$ cat src/core/asmr_regs.svh
// Register offsets, field positions and reset values of the status and mode registers
`ifndef ASMR_REGS_SVH
`define ASMR_REGS_SVH

// ----------------------------------------------------------------
// Offsets
// ----------------------------------------------------------------
`define ASMR_ADDR_STATUS       6'h01
`define ASMR_ADDR_MODE         6'h02

// ----------------------------------------------------------------
// Reset values
// ----------------------------------------------------------------
`define ASMR_STATUS_RST        16'h0540
`define ASMR_MODE_RST          16'h0510
`define ASMR_ZERO16            16'h0000

// ----------------------------------------------------------------
// Status fields
// ----------------------------------------------------------------
`define ASMR_ST_LOCK           15
`define ASMR_ST_RESYNC         14
`define ASMR_ST_REGMAP         13
`define ASMR_ST_CRCERR         12
`define ASMR_ST_CRCTYPE        11
`define ASMR_ST_RESET          10
`define ASMR_ST_WLEN_HI        9
`define ASMR_ST_WLEN_LO        8
`define ASMR_ST_TRIM           7
`define ASMR_ST_ISO            6
`define ASMR_ST_CH1            1
`define ASMR_ST_CH0            0

// ----------------------------------------------------------------
// Mode fields
// ----------------------------------------------------------------
`define ASMR_MD_REGCRC_EN      13
`define ASMR_MD_RXCRC_EN       12
`define ASMR_MD_CRCTYPE        11
`define ASMR_MD_RESET          10
`define ASMR_MD_WLEN_HI        9
`define ASMR_MD_WLEN_LO        8
`define ASMR_MD_TIMEOUT        4
`define ASMR_MD_SRC_HI         3
`define ASMR_MD_SRC_LO         2
`define ASMR_MD_FLOAT          1
`define ASMR_MD_PULSE          0

`endif

$ cat src/core/asmr_pkg.sv
// Types shared by the status and mode register bank
package asmr_pkg;

  typedef enum logic [1:0] {
    ASMR_WLEN_16      = 2'b00,
    ASMR_WLEN_24      = 2'b01,
    ASMR_WLEN_32_ZERO = 2'b10,
    ASMR_WLEN_32_SIGN = 2'b11
  } asmr_wlen_t;

  typedef struct packed {
    logic        rd_stb;
    logic        wr_stb;
    logic [5:0]  addr;
    logic [15:0] wdata;
    logic        noop_stb;
    logic        lock_stb;
    logic        unlock_stb;
    logic        reset_stb;
  } asmr_cmd_t;

  typedef struct packed {
    logic resync_event;
    logic regmap_crc_fault;
    logic rx_crc_fail;
    logic trim_parity_fault;
    logic isolated_side_fault;
    logic ch1_new_sample;
    logic ch0_new_sample;
  } asmr_evt_t;

  typedef struct packed {
    logic       reg_crc_en;
    logic       rx_crc_en;
    logic       crc_type;
    asmr_wlen_t sample_word_size;
    logic       timeout_en;
    logic [1:0] sample_ready_source;
    logic       sample_ready_float;
    logic       sample_ready_pulse_style;
  } asmr_cfg_t;

endpackage

$ cat src/core/asmr_status_mode.sv
// Status and mode register bank with sticky flags and clear-on-read
//
// Operation
// - Status register at 01h, 16 bits, reset value 0540h.
// - Bit 15 set by lock command, cleared by unlock command.
// - Bit 14 set on each converter resync, held until cleared.
// - Status read clears resync, map CRC, input CRC, trim and isolation flags.
// - Bit 13 set on register map CRC fault.
// - Bit 12 set on serial input CRC failure.
// - Bit 11 shows CRC polynomial; zero after reset.
// - Bit 10 set by pin, power-on or command reset.
// - Writing 0 to mode reset bit clears status reset flag.
// - Bits 9:8 report word length; reset restores default.
// - Bit 7 set on trim parity fault, re-set if fault persists.
// - Bit 6 set on isolated side fault; reset value 1.
// - Bits 1:0 follow new-sample availability of channels 1 and 0.
// - Mode register at 02h, 16 bits read-write, reset value 0510h.
// - Mode bit 11 selects CRC polynomial, 0 CCITT, 1 ANSI.
// - Mode bits 9:8 select word length, reset 01b.
// - Mode bits 12 and 13 enable input and map CRC, off at reset.
`timescale 1ns/1ps
`include "asmr_regs.svh"

module asmr_status_mode (
  // Clock and reset
  input  wire logic                sys_clk,
  input  wire logic                rst,
  // Register commands
  input  wire asmr_pkg::asmr_cmd_t cmd,
  // Device events
  input  wire asmr_pkg::asmr_evt_t evt,
  // Read answer
  output logic [15:0]              rd_data,
  output logic                     rd_valid,
  // Configuration
  output asmr_pkg::asmr_cfg_t      cfg
);
  import asmr_pkg::*;

  // Status reset image, taken apart field by field below
  localparam logic [15:0] ST_RST = `ASMR_STATUS_RST;

  // ----------------------------------------------------------------
  // State
  // ----------------------------------------------------------------
  logic [15:0] mode_reg,    mode_next;
  logic        lock_reg,    lock_next;
  logic        resync_reg,  resync_next;
  logic        regmap_reg,  regmap_next;
  logic        crcerr_reg,  crcerr_next;
  logic        rstflag_reg, rstflag_next;
  logic        trim_reg,    trim_next;
  logic        iso_reg,     iso_next;
  logic [1:0]  drdy_reg,    drdy_next;
  logic [15:0] rd_data_reg, rd_data_next;
  logic        rd_vld_reg,  rd_vld_next;

  logic [15:0] status_word;
  logic        status_rd;
  logic        mode_wr;
  logic        clr;

  function automatic logic sticky(input logic cur, input logic set, input logic clear);
    sticky = set | (cur & ~clear);
  endfunction

  // ----------------------------------------------------------------
  // Status word
  // ----------------------------------------------------------------
  always_comb begin
    status_word = `ASMR_ZERO16;
    status_word[`ASMR_ST_LOCK]    = lock_reg;
    status_word[`ASMR_ST_RESYNC]  = resync_reg;
    status_word[`ASMR_ST_REGMAP]  = regmap_reg;
    status_word[`ASMR_ST_CRCERR]  = crcerr_reg;
    status_word[`ASMR_ST_CRCTYPE] = mode_reg[`ASMR_MD_CRCTYPE];
    status_word[`ASMR_ST_RESET]   = rstflag_reg;
    status_word[`ASMR_ST_WLEN_HI:`ASMR_ST_WLEN_LO] = mode_reg[`ASMR_MD_WLEN_HI:`ASMR_MD_WLEN_LO];
    status_word[`ASMR_ST_TRIM]    = trim_reg;
    status_word[`ASMR_ST_ISO]     = iso_reg;
    status_word[`ASMR_ST_CH1]     = drdy_reg[1];
    status_word[`ASMR_ST_CH0]     = drdy_reg[0];
  end

  // ----------------------------------------------------------------
  // Next state
  // ----------------------------------------------------------------
  always_comb begin
    status_rd    = cmd.noop_stb | (cmd.rd_stb & (cmd.addr == `ASMR_ADDR_STATUS));
    mode_wr      = cmd.wr_stb & (cmd.addr == `ASMR_ADDR_MODE);
    clr          = status_rd;
    rd_vld_next  = cmd.rd_stb | cmd.noop_stb;
    rd_data_next = rd_data_reg;
    if (status_rd) begin
      rd_data_next = status_word;
    end else if (cmd.rd_stb) begin
      rd_data_next = (cmd.addr == `ASMR_ADDR_MODE) ? mode_reg : `ASMR_ZERO16;
    end
    mode_next = mode_wr ? cmd.wdata : mode_reg;
    lock_next = cmd.lock_stb ? 1'b1 : (cmd.unlock_stb ? 1'b0 : lock_reg);
    resync_next = sticky(resync_reg, evt.resync_event,        clr);
    regmap_next = sticky(regmap_reg, evt.regmap_crc_fault,    clr);
    crcerr_next = sticky(crcerr_reg, evt.rx_crc_fail,         clr);
    trim_next   = sticky(trim_reg,   evt.trim_parity_fault,   clr);
    iso_next    = sticky(iso_reg,    evt.isolated_side_fault, clr);
    rstflag_next = rstflag_reg & ~(mode_wr & ~cmd.wdata[`ASMR_MD_RESET]);
    drdy_next = {evt.ch1_new_sample, evt.ch0_new_sample};
    if (cmd.reset_stb) begin
      mode_next    = `ASMR_MODE_RST;
      lock_next    = ST_RST[`ASMR_ST_LOCK];
      resync_next  = ST_RST[`ASMR_ST_RESYNC];
      regmap_next  = ST_RST[`ASMR_ST_REGMAP];
      crcerr_next  = ST_RST[`ASMR_ST_CRCERR];
      rstflag_next = ST_RST[`ASMR_ST_RESET];
      trim_next    = ST_RST[`ASMR_ST_TRIM];
      iso_next     = ST_RST[`ASMR_ST_ISO];
    end
  end

  // ----------------------------------------------------------------
  // Registers
  // ----------------------------------------------------------------
  // reset values
  always_ff @(posedge sys_clk or posedge rst) begin
    if (rst) begin
      mode_reg    <= `ASMR_MODE_RST;
      lock_reg    <= ST_RST[`ASMR_ST_LOCK];
      resync_reg  <= ST_RST[`ASMR_ST_RESYNC];
      regmap_reg  <= ST_RST[`ASMR_ST_REGMAP];
      crcerr_reg  <= ST_RST[`ASMR_ST_CRCERR];
      rstflag_reg <= ST_RST[`ASMR_ST_RESET];
      trim_reg    <= ST_RST[`ASMR_ST_TRIM];
      iso_reg     <= ST_RST[`ASMR_ST_ISO];
      drdy_reg    <= ST_RST[`ASMR_ST_CH1:`ASMR_ST_CH0];
      rd_data_reg <= `ASMR_ZERO16;
      rd_vld_reg  <= 1'b0;
    end else begin
      mode_reg    <= mode_next;
      lock_reg    <= lock_next;
      resync_reg  <= resync_next;
      regmap_reg  <= regmap_next;
      crcerr_reg  <= crcerr_next;
      rstflag_reg <= rstflag_next;
      trim_reg    <= trim_next;
      iso_reg     <= iso_next;
      drdy_reg    <= drdy_next;
      rd_data_reg <= rd_data_next;
      rd_vld_reg  <= rd_vld_next;
    end
  end

  // ----------------------------------------------------------------
  // Outputs
  // ----------------------------------------------------------------
  assign rd_data = rd_data_reg;
  assign rd_valid = rd_vld_reg;
  // Plain wiring of mode fields, one driver for the whole struct
  always_comb begin
    cfg.crc_type = mode_reg[`ASMR_MD_CRCTYPE];
    cfg.sample_word_size = asmr_wlen_t'(mode_reg[`ASMR_MD_WLEN_HI:`ASMR_MD_WLEN_LO]);
    cfg.rx_crc_en  = mode_reg[`ASMR_MD_RXCRC_EN];
    cfg.reg_crc_en = mode_reg[`ASMR_MD_REGCRC_EN];
    cfg.timeout_en = mode_reg[`ASMR_MD_TIMEOUT];
    cfg.sample_ready_source      = mode_reg[`ASMR_MD_SRC_HI:`ASMR_MD_SRC_LO];
    cfg.sample_ready_float       = mode_reg[`ASMR_MD_FLOAT];
    cfg.sample_ready_pulse_style = mode_reg[`ASMR_MD_PULSE];
  end
endmodule

$ cat config.mk
export PLATFORM = sky130hd
export DESIGN_NAME = asmr_status_mode
export DESIGN_NICKNAME = d
export VERILOG_FILES = /design/src/core/asmr_pkg.sv /design/src/core/asmr_status_mode.sv
export VERILOG_INCLUDE_DIRS = /design/src /design/src/core
export SDC_FILE = /design/constraint.sdc
export NUM_CORES = 1
export LEC_CHECK = 0
export BUFFER_PORTS_ARGS = -buffer_cell sky130_fd_sc_hd__clkbuf_2
export CAP_MARGIN = 20
export CORE_AREA = 2 2 66 62
export CTS_BUF_LIST = sky130_fd_sc_hd__clkbuf_4 sky130_fd_sc_hd__clkbuf_8 sky130_fd_sc_hd__clkbuf_16
export DETAILED_ROUTE_END_ITERATION = 12
export DIE_AREA = 0 0 68 64
export PLACE_DENSITY = 0.81
export SYNTH_ARGS = -nofsm -noshare
export SYNTH_HDL_FRONTEND = slang
export SYNTH_SLANG_ARGS = --single-unit
$ cat constraint.sdc
create_clock -name sys_clk -period 1.95 [get_ports sys_clk]
set_clock_uncertainty 0.2 [all_clocks]
set_input_delay 0.2925 -clock sys_clk [delete_from_list [all_inputs] [get_ports sys_clk]]
set_output_delay 0.2925 -clock sys_clk [all_outputs]
set_load 0.03 [all_outputs]
==> results of run 1 <==
power by group through the flow:
stage | logic (uW) | registers [uW] | clock network, uW
floorplan | 86.1 | 964 | 0
global placement | 201 | 931 | 0
detailed placement | 203 | 932 | 0
CTS | 210 | 915 | 576
global route | 229 | 919 | 612
finish | 209 | 916 | 562
cells by family (layout without fill, tap and decap cells):
group                     count (synthesis)  count (layout)  synth area share
AOI/OAI and AO/OA                        50              50             0.211
xor gates and xnor gates                  1               1           0.00473
buffers and inverters                    29              91            0.0959
DFF                                      42              42             0.571
and+or+nand+nor                          33              33             0.117
critical path: stages:
cell,delay [ns]
clkbuf_2,0.10
nor2b_1,0.16
a31oi_1,0.87
a22o_2,0.29
metrics by stage:
step	setup TNS, ns	power [uW]	std cells
4_1_cts	0	1700	263
2_1_floorplan	0	1050	155
6_report	0	1690	263
3_3_place_gp	-0.0628	1130	251
5_1_grt	0	1760	263
3_5_place_dp	-0.163	1140	251
metal layers:
metal,vias to the layer above,track usage,part of all wire
li1,672,-,-
met1,695,0.278,0.45
met2,59,0.309,0.45
met3,6,0.0845,0.089
met4,0,0.0450,0.0095
met5,-,0,0
final cells by class:
class,count,area [sq um]
sequential,42,1060
clock inverter,3,21.3
inverter,9,33.8
clock buffer,5,68.8
tap,46,57.6
timing repair buffer,74,408
multi-input combinational,84,618
fill,303,1360
final timing paths:
| check | from | to | slack [ns] |
|---|---|---|---|
| setup / recovery | cmd[21] | mode_reg[9] | 0.27 |
| hold / removal | cmd[2] | lock_reg | 0.008 |
| setup reg to reg | mode_reg[10] | rd_data[10] | 0.83 |
| hold reg to reg | iso_reg | iso_reg | 0.29 |
| max in group asynchronous | rst | mode_reg[8] | 0.71 |
| min in group asynchronous | rst | rd_data[0] | 0.45 |
synthesized netlist by cell type:
cell / instances / area share
o22ai_1: 4 / 0.014
a31o_2: 2 / 0.0095
xor2_1: 1 / 0.0047
and2_1: 7 / 0.024
nor2b_1: 2 / 0.0068
dfrtp_1: 37 / 0.50
o21ai_0: 6 / 0.016
nor4_4: 1 / 0.011
a221o_1: 7 / 0.038
nand2b_1: 9 / 0.030
nand2_1: 4 / 0.0081
a22oi_1: 2 / 0.0081
nor2_1: 3 / 0.0061
nand4_1: 4 / 0.014
nand4b_1: 1 / 0.0047
o22a_1: 4 / 0.019
buf_2: 1 / 0.0027
and4b_4: 1 / 0.0074
buf_4: 10 / 0.041
inv_1: 9 / 0.018
clkbuf_1: 5 / 0.010
a21oi_1: 9 / 0.024
buf_6: 4 / 0.024
and4_2: 1 / 0.0054
a31oi_1: 1 / 0.0034
a32oi_1: 2 / 0.0095
dfstp_2: 5 / 0.071
a22o_2: 13 / 0.070
placed cells by master (no fill, tap or decap), types with 2 or more instances in the layout:
cell type	n
a22oi_1	2
a32oi_1	2
a22o_2	13
nand4_1	4
nand2b_1	9
nor2b_1	2
dlygate4sd3_1	4
dfstp_2	5
o22a_1	4
buf_4	7
dfrtp_1	37
nor2_1	3
clkbuf_2	63
clkbuf_8	5
nand2_1	4
inv_1	9
a31o_2	2
a221o_1	7
and2_1	7
a21oi_1	9
o21ai_0	6
o22ai_1	4
==> impl.org, run 1 <==
** Timing
- Post-Route Hold Slack :: 0.00797 ns
- Measured against its own limit, the worst slew margin works out to 0.271.
- Setup repair after global routing missed its margin :: no
- Setup violations remaining at the end of the flow were counted as 0.
- At the pin with the least slew margin, the transition time is 1.09 ns.
- The worst path meets setup with 0.275 ns of slack.
- Dividing the final minimum period by the clock period gives 0.859.
- For the finished layout, the period the worst path requires is 1.68 ns.
- Maximum clock rate :: 597 MHz
- The max-slew violation total from the final report is 0.
- The count of endpoints failing hold in the final timing report is 0.

** GRT
- The initial antenna violation count is 0.
- Gr ovfl total :: 0
- The first global-routing pass estimated 6.44 mm of wire.
- The via count of the first global-routing pass is 1329.
- For this run, the total global-route usage over all layers was measured as 0.206.
- Pin count of the biggest net entering global routing :: 43

** Clocking
- The number of hold buffers added after CTS was 4.
- At the later pin of the worst-skew pair, clock insertion delay measures 0.30 ns.
- CTS clk-pin slew, worst paths :: 0.08 ns
- Deepest clock path buffer count :: 2
- Gates resized during post-CTS repair numbered 0.
- TritonCTS created 5 clock buffers.
- For this design, the sink count on the clock tree is 42.
- CTS built an H-tree with a depth of 2.
- In this run the clock root is driven by a clkbuf_8.
- TritonCTS built the clock tree.
- Setup bufs post-CTS :: 0

** Routing
- Summed over all layers, the routed wires come to 4.21 mm.
- Routed vias/inst :: 5.44
- In this run the remaining antenna-violating nets after routing total 0.
- Detailed-route DRC error count :: 0
- Vias post-DR :: 1432
- The first detailed-routing pass took 4 iterations.
- The first routing iteration left 90 violations.
- After detailed routing, the average wire length per cell comes to 16.0 um.

** Logic synthesis
- Flop and latch count out of synthesis :: 42
- After technology mapping, the gate count stands at 155.
- Count of cell types in the netlist :: 28
- The number of nets in the synthesized netlist is 192.
- The mapped netlist covers 1850 sq um.
- Number of warnings issued by yosys :: 0
- Mapped Avg Cell Area :: 12.0 sq um
- Of the synthesized area, sequential elements account for 0.571.

** Worst setup path
- The critical path in this run is classified as input port to flip-flop.
- Signal arrival time at the worst endpoint :: 1.71 ns
- For the worst setup path, the data required time is 1.99 ns.
- STA classifies the critical path endpoint as a flip-flop.
- The worst setup path is launched from an input port.
- Number of cell instances on the worst register-to-register path :: 2
- Of all nets on the critical path, the largest fanout is 13.

** Power and ir drop
- Part of the total power dissipated in the clock network :: 0.333
- In this run the power density over the cells is 745 nW/um^2.
- VDD sags by at most 0.361 mV.
- Total net switching power :: 452 uW
- Total internal power :: 1230 uW
- Of the total power, registers draw 0.543.
- Net switching share of the total power :: 0.268
- Static leakage power :: 0.00113 uW
- Combinational cell fraction of total power :: 0.124

** Place
- Final Wtd Congestion :: 0.797
- Summed over all nets, the half-perimeter wirelength after detailed placement is 3.08 mm.
- Input and output buffers added on the ports amount to 63.
- Pre-CTS setup slack :: -0.0273 ns
- In this run the cell area measured after placement is 2130 sq um.

** Floorplan
- Row generation in the floorplan step produced 21 rows.
- Die Y :: 64 um
- I/O pin count :: 64
- The die covers 4350 sq um.
- The floorplan step set the die width to 68 um.
- Core Region :: 3630 sq um
- For this configuration, the core starts out at a cell density of 0.511.

** Finish
- After the last flow step, the layout net total stands at 253.
- Layout Utilization :: 0.625
- In the final layout, the share of cells above drive strength 1 is 0.465.
- 0 antenna diodes ended up in the layout.
- The area growth from synthesis to layout is 22.2%.
- Design area :: 2260 sq um

** Worst hold path
- Instance count along the most critical hold path :: 3
- The tightest min-delay check is of the input port to flip-flop type.

** Status
- Outcome :: finished clean

** Job
- MaxCap Viol Count :: 0
(Power assumes the default switching activity.)
==> inputs of run 2 (changes only) <==
- CORE_AREA: 2 2 66 62 -> 2 2 68 64
- DIE_AREA: 0 0 68 64 -> 0 0 70 66
- PLACE_DENSITY: 0.81 -> 0.76
- clock period: 1.95 -> 1.85 ns (I/O delays scaled with it)
==> run 2 against run 1 <==
Compared with the run above: via count rose by 0.70%; worst hold slack got worse by 0.0068 ns; routed wire length fell by 0.93%; critical path type is now flip-flop to output port; largest cell class unchanged; largest power group unchanged.
==> impl.org, run 2 (synthesis gave the netlist of run 1 again) <==
** Timing
- The max-slew violation total from the final report was 0 (unchanged).
- The headroom to the max-slew limit was 0.650 (+0.379).
- Setup repair after global routing left no endpoint under its margin.
- Timing would allow up to 657 MHz.
- The number of setup violations in the final report was 0 (unchanged).
- The sum of negative setup slack is 0 ns (unchanged).
- Final period demand of the worst path :: 1.52 ns
- In the finished design, the share of the clock period the worst path needs comes to 0.823.
- Worst slew pin tran :: 0.525 ns (-0.564 ns)
- Final Hold Violating Endpoints :: 0 (unchanged)
- The final worst slack came to 0.327 ns (+0.0528 ns).

** Power and ir drop
- Largest vdd supply drop :: 0.597 mV (+65%)
- The leakage component of the power was 0.00116 uW (+2.9%).
- The power density over cell area came to 778 nW/um^2 (+4.4%).
- The overall power consumption came to 1810 uW (+7.5%).

** Finish
- The layout net count is 259 (+2.4%).
- Number of fill cells in the layout :: 338 (+12%)
- Most common cell after layout, fill and taps aside :: clkbuf_2
- Compared with the post-synthesis result, the final layout area differs by 25.9%.
- The final cell count without fillers was 271 (+3.0%).
- Proportion of layout cells with a drive suffix above 1 :: 0.453 (-0.0125)
- The final instance area is 2330 sq um (+3.0%).
- The top cell types in the final layout, fill and taps aside, are clkbuf_2 (63), dfrtp_1 (37), a22o_2 (13).
- The number of diodes was 0 (unchanged).

** Floorplan
- Die W :: 70 um (+2.9%)
- Core Rows :: 22 (+4.8%)
- Total Die Area :: 4620 sq um (+6.2%)
- The standard cell core area is 3910 sq um (+7.8%).
- I/O pin count :: 64 (unchanged)
- Die Y :: 66 um (+3.1%)
- Starting utilization of the core area :: 0.474 (-0.0370)

** Clocking
- The post-CTS setup buffer count came to 0 (unchanged).
- CTS placed an instance of clkbuf_8 at the clock tree root.
- Deepest clock path buffer count :: 2 (unchanged)
- Clock tree from TritonCTS :: built
- The clock insertion delay at the later pin of the skew report was 0.29 ns (about the same).
- H-tree depth :: 2 (unchanged)
- The clock net sink count is 42 (unchanged).
- The clock slew at the register clock pins of the worst setup and hold paths is 0.08 ns (about the same).
- Number of buffers inserted during clock tree synthesis :: 5 (unchanged)

** Worst setup path
- Required @ worst endpoint :: 1.37 ns (-0.62 ns)
- The signal on the critical path passes through clkbuf_2.
- Crit-path max FO :: 3 (-10)
- On the critical path the largest part of the delay comes from flip-flops.
- The critical path in this run is classified as flip-flop to output port.
- CP Launch Type :: flip-flop
- Worst path max stage delay :: 0.55 ns (-0.32 ns)
- Max stage delay cell, worst path :: dfstp_2
- Signal arrival time at the worst endpoint :: 1.05 ns (-0.66 ns)
- Worst Path Buf+Inv :: 1 (unchanged)
- The worst setup path is captured at an output port.

** GRT
- The via count of the first global-routing pass came to 1373 (+3.3%).
- The initial antenna violation count is 0 (unchanged).
- The wire length of the first global-routing pass is 6.74 mm (+4.6%).
- Overall fraction of global-route tracks in use :: 0.189 (-0.0162)
- Gr ovfl total :: 0 (unchanged)
- The largest net degree at the start of global routing is 43 (unchanged).

** Routing
- Vias post-DR :: 1442 (+0.70%)
- Detailed-route DRC error count :: 0 (unchanged)
- The number of DRC markers in iteration 0 was 69 (-23%).
- The detailed-route vias per instance is 5.32 (-2.3%).
- Pre-Repair DR Iteration Count :: 4 (unchanged)
- The routed wirelength normalized by instance count came to 15.4 um (-3.9%).
- The final wirelength came to 4.18 mm (-0.93%).
- The post-route antenna net violation count came to 0 (unchanged).

** Place
- Port Buffer Count :: 63 (unchanged)
- Placed cell count :: 253 (+0.80%)
- Final Wtd Congestion :: 0.746 (-6.3%)
- Pre-CTS setup slack :: 0.0663 ns (+0.0935 ns)
- Half-perimeter wire length after placement :: 2.91 mm (-5.6%)
- The area of placed instances is 2140 sq um (+0.12%).

** Job
- The max-cap check violation count came to 0 (unchanged).

** Worst hold path
- Min-delay worst type :: input port to flip-flop

** Status
- Outcome :: finished clean
run 2: changes by cell type in the layout (fill, tap and decap cells not counted), sizes merged:
| cell | previous run | this run |
|---|---|---|
| dlygate4sd3 | 4 | 10 |
| clkinv | 2 | 1 |
| clkinvlp | 1 | 0 |
| clkbuf | 68 | 70 |
run 2: power breakdown:
| part | total (uW) | internal [uW] | switching, uW |
|---|---|---|---|
| Sequential | 968 | 949 | 18.4 |
| Clock | 617 | 316 | 301 |
| Combinational | 230 | 96.2 | 133 |
run 2: path summary, 6_finish.rpt:
| check | end | depth (start not counted) | slack [ns] | startpoint |
|---|---|---|---|---|
| max | cfg[5] | 1 | 0.33 | mode_reg[8] |
| min | lock_reg | 3 | 0.001 | cmd[2] |
| max reg2reg | rd_data[0] | 2 | 0.74 | rd_data[0] |
| min reg2reg | rd_data[0] | 1 | 0.28 | drdy_reg[0] |
| max in group asynchronous | iso_reg | 4 | 0.62 | rst |
| min in group asynchronous | mode_reg[2] | 4 | 0.45 | rst |
run 2: repair_timing:
item / in CTS / in global routing
hold endpoints to repair: 44 / 2
resized for setup: 0 / 0
hold buffers: 8 / 2
run 2: cell type report:
class                           instances  area, sq um  share of cell area
Clock inverter                          1         5.00             0.00215
Multi-Input combinational cell         84          618               0.265
Tap cell                               48         60.1              0.0258
Timing Repair Buffer                   80          468               0.201
Clock buffer                            7         90.1              0.0386
Sequential cell                        42         1060               0.453
Inverter                                9         33.8              0.0145
run 2: layer usage:
metal | up-vias | GRT usage | routed length, um
li1 | 686 | - | -
met1 | 684 | 0.274 | 1990
met2 | 70 | 0.273 | 1840
met3 | 2 | 0.0640 | 332
met4 | 0 | 0.0505 | 12
met5 | - | 0 | 0
run 2: through the flow:
step           hold WS (ns)   util
3_3_place_gp          0.190  0.547
4_1_cts            0.000593  0.592
3_5_place_dp          0.188  0.547
6_report            0.00118  0.597
2_1_floorplan         0.109      -
5_1_grt             0.00349  0.597
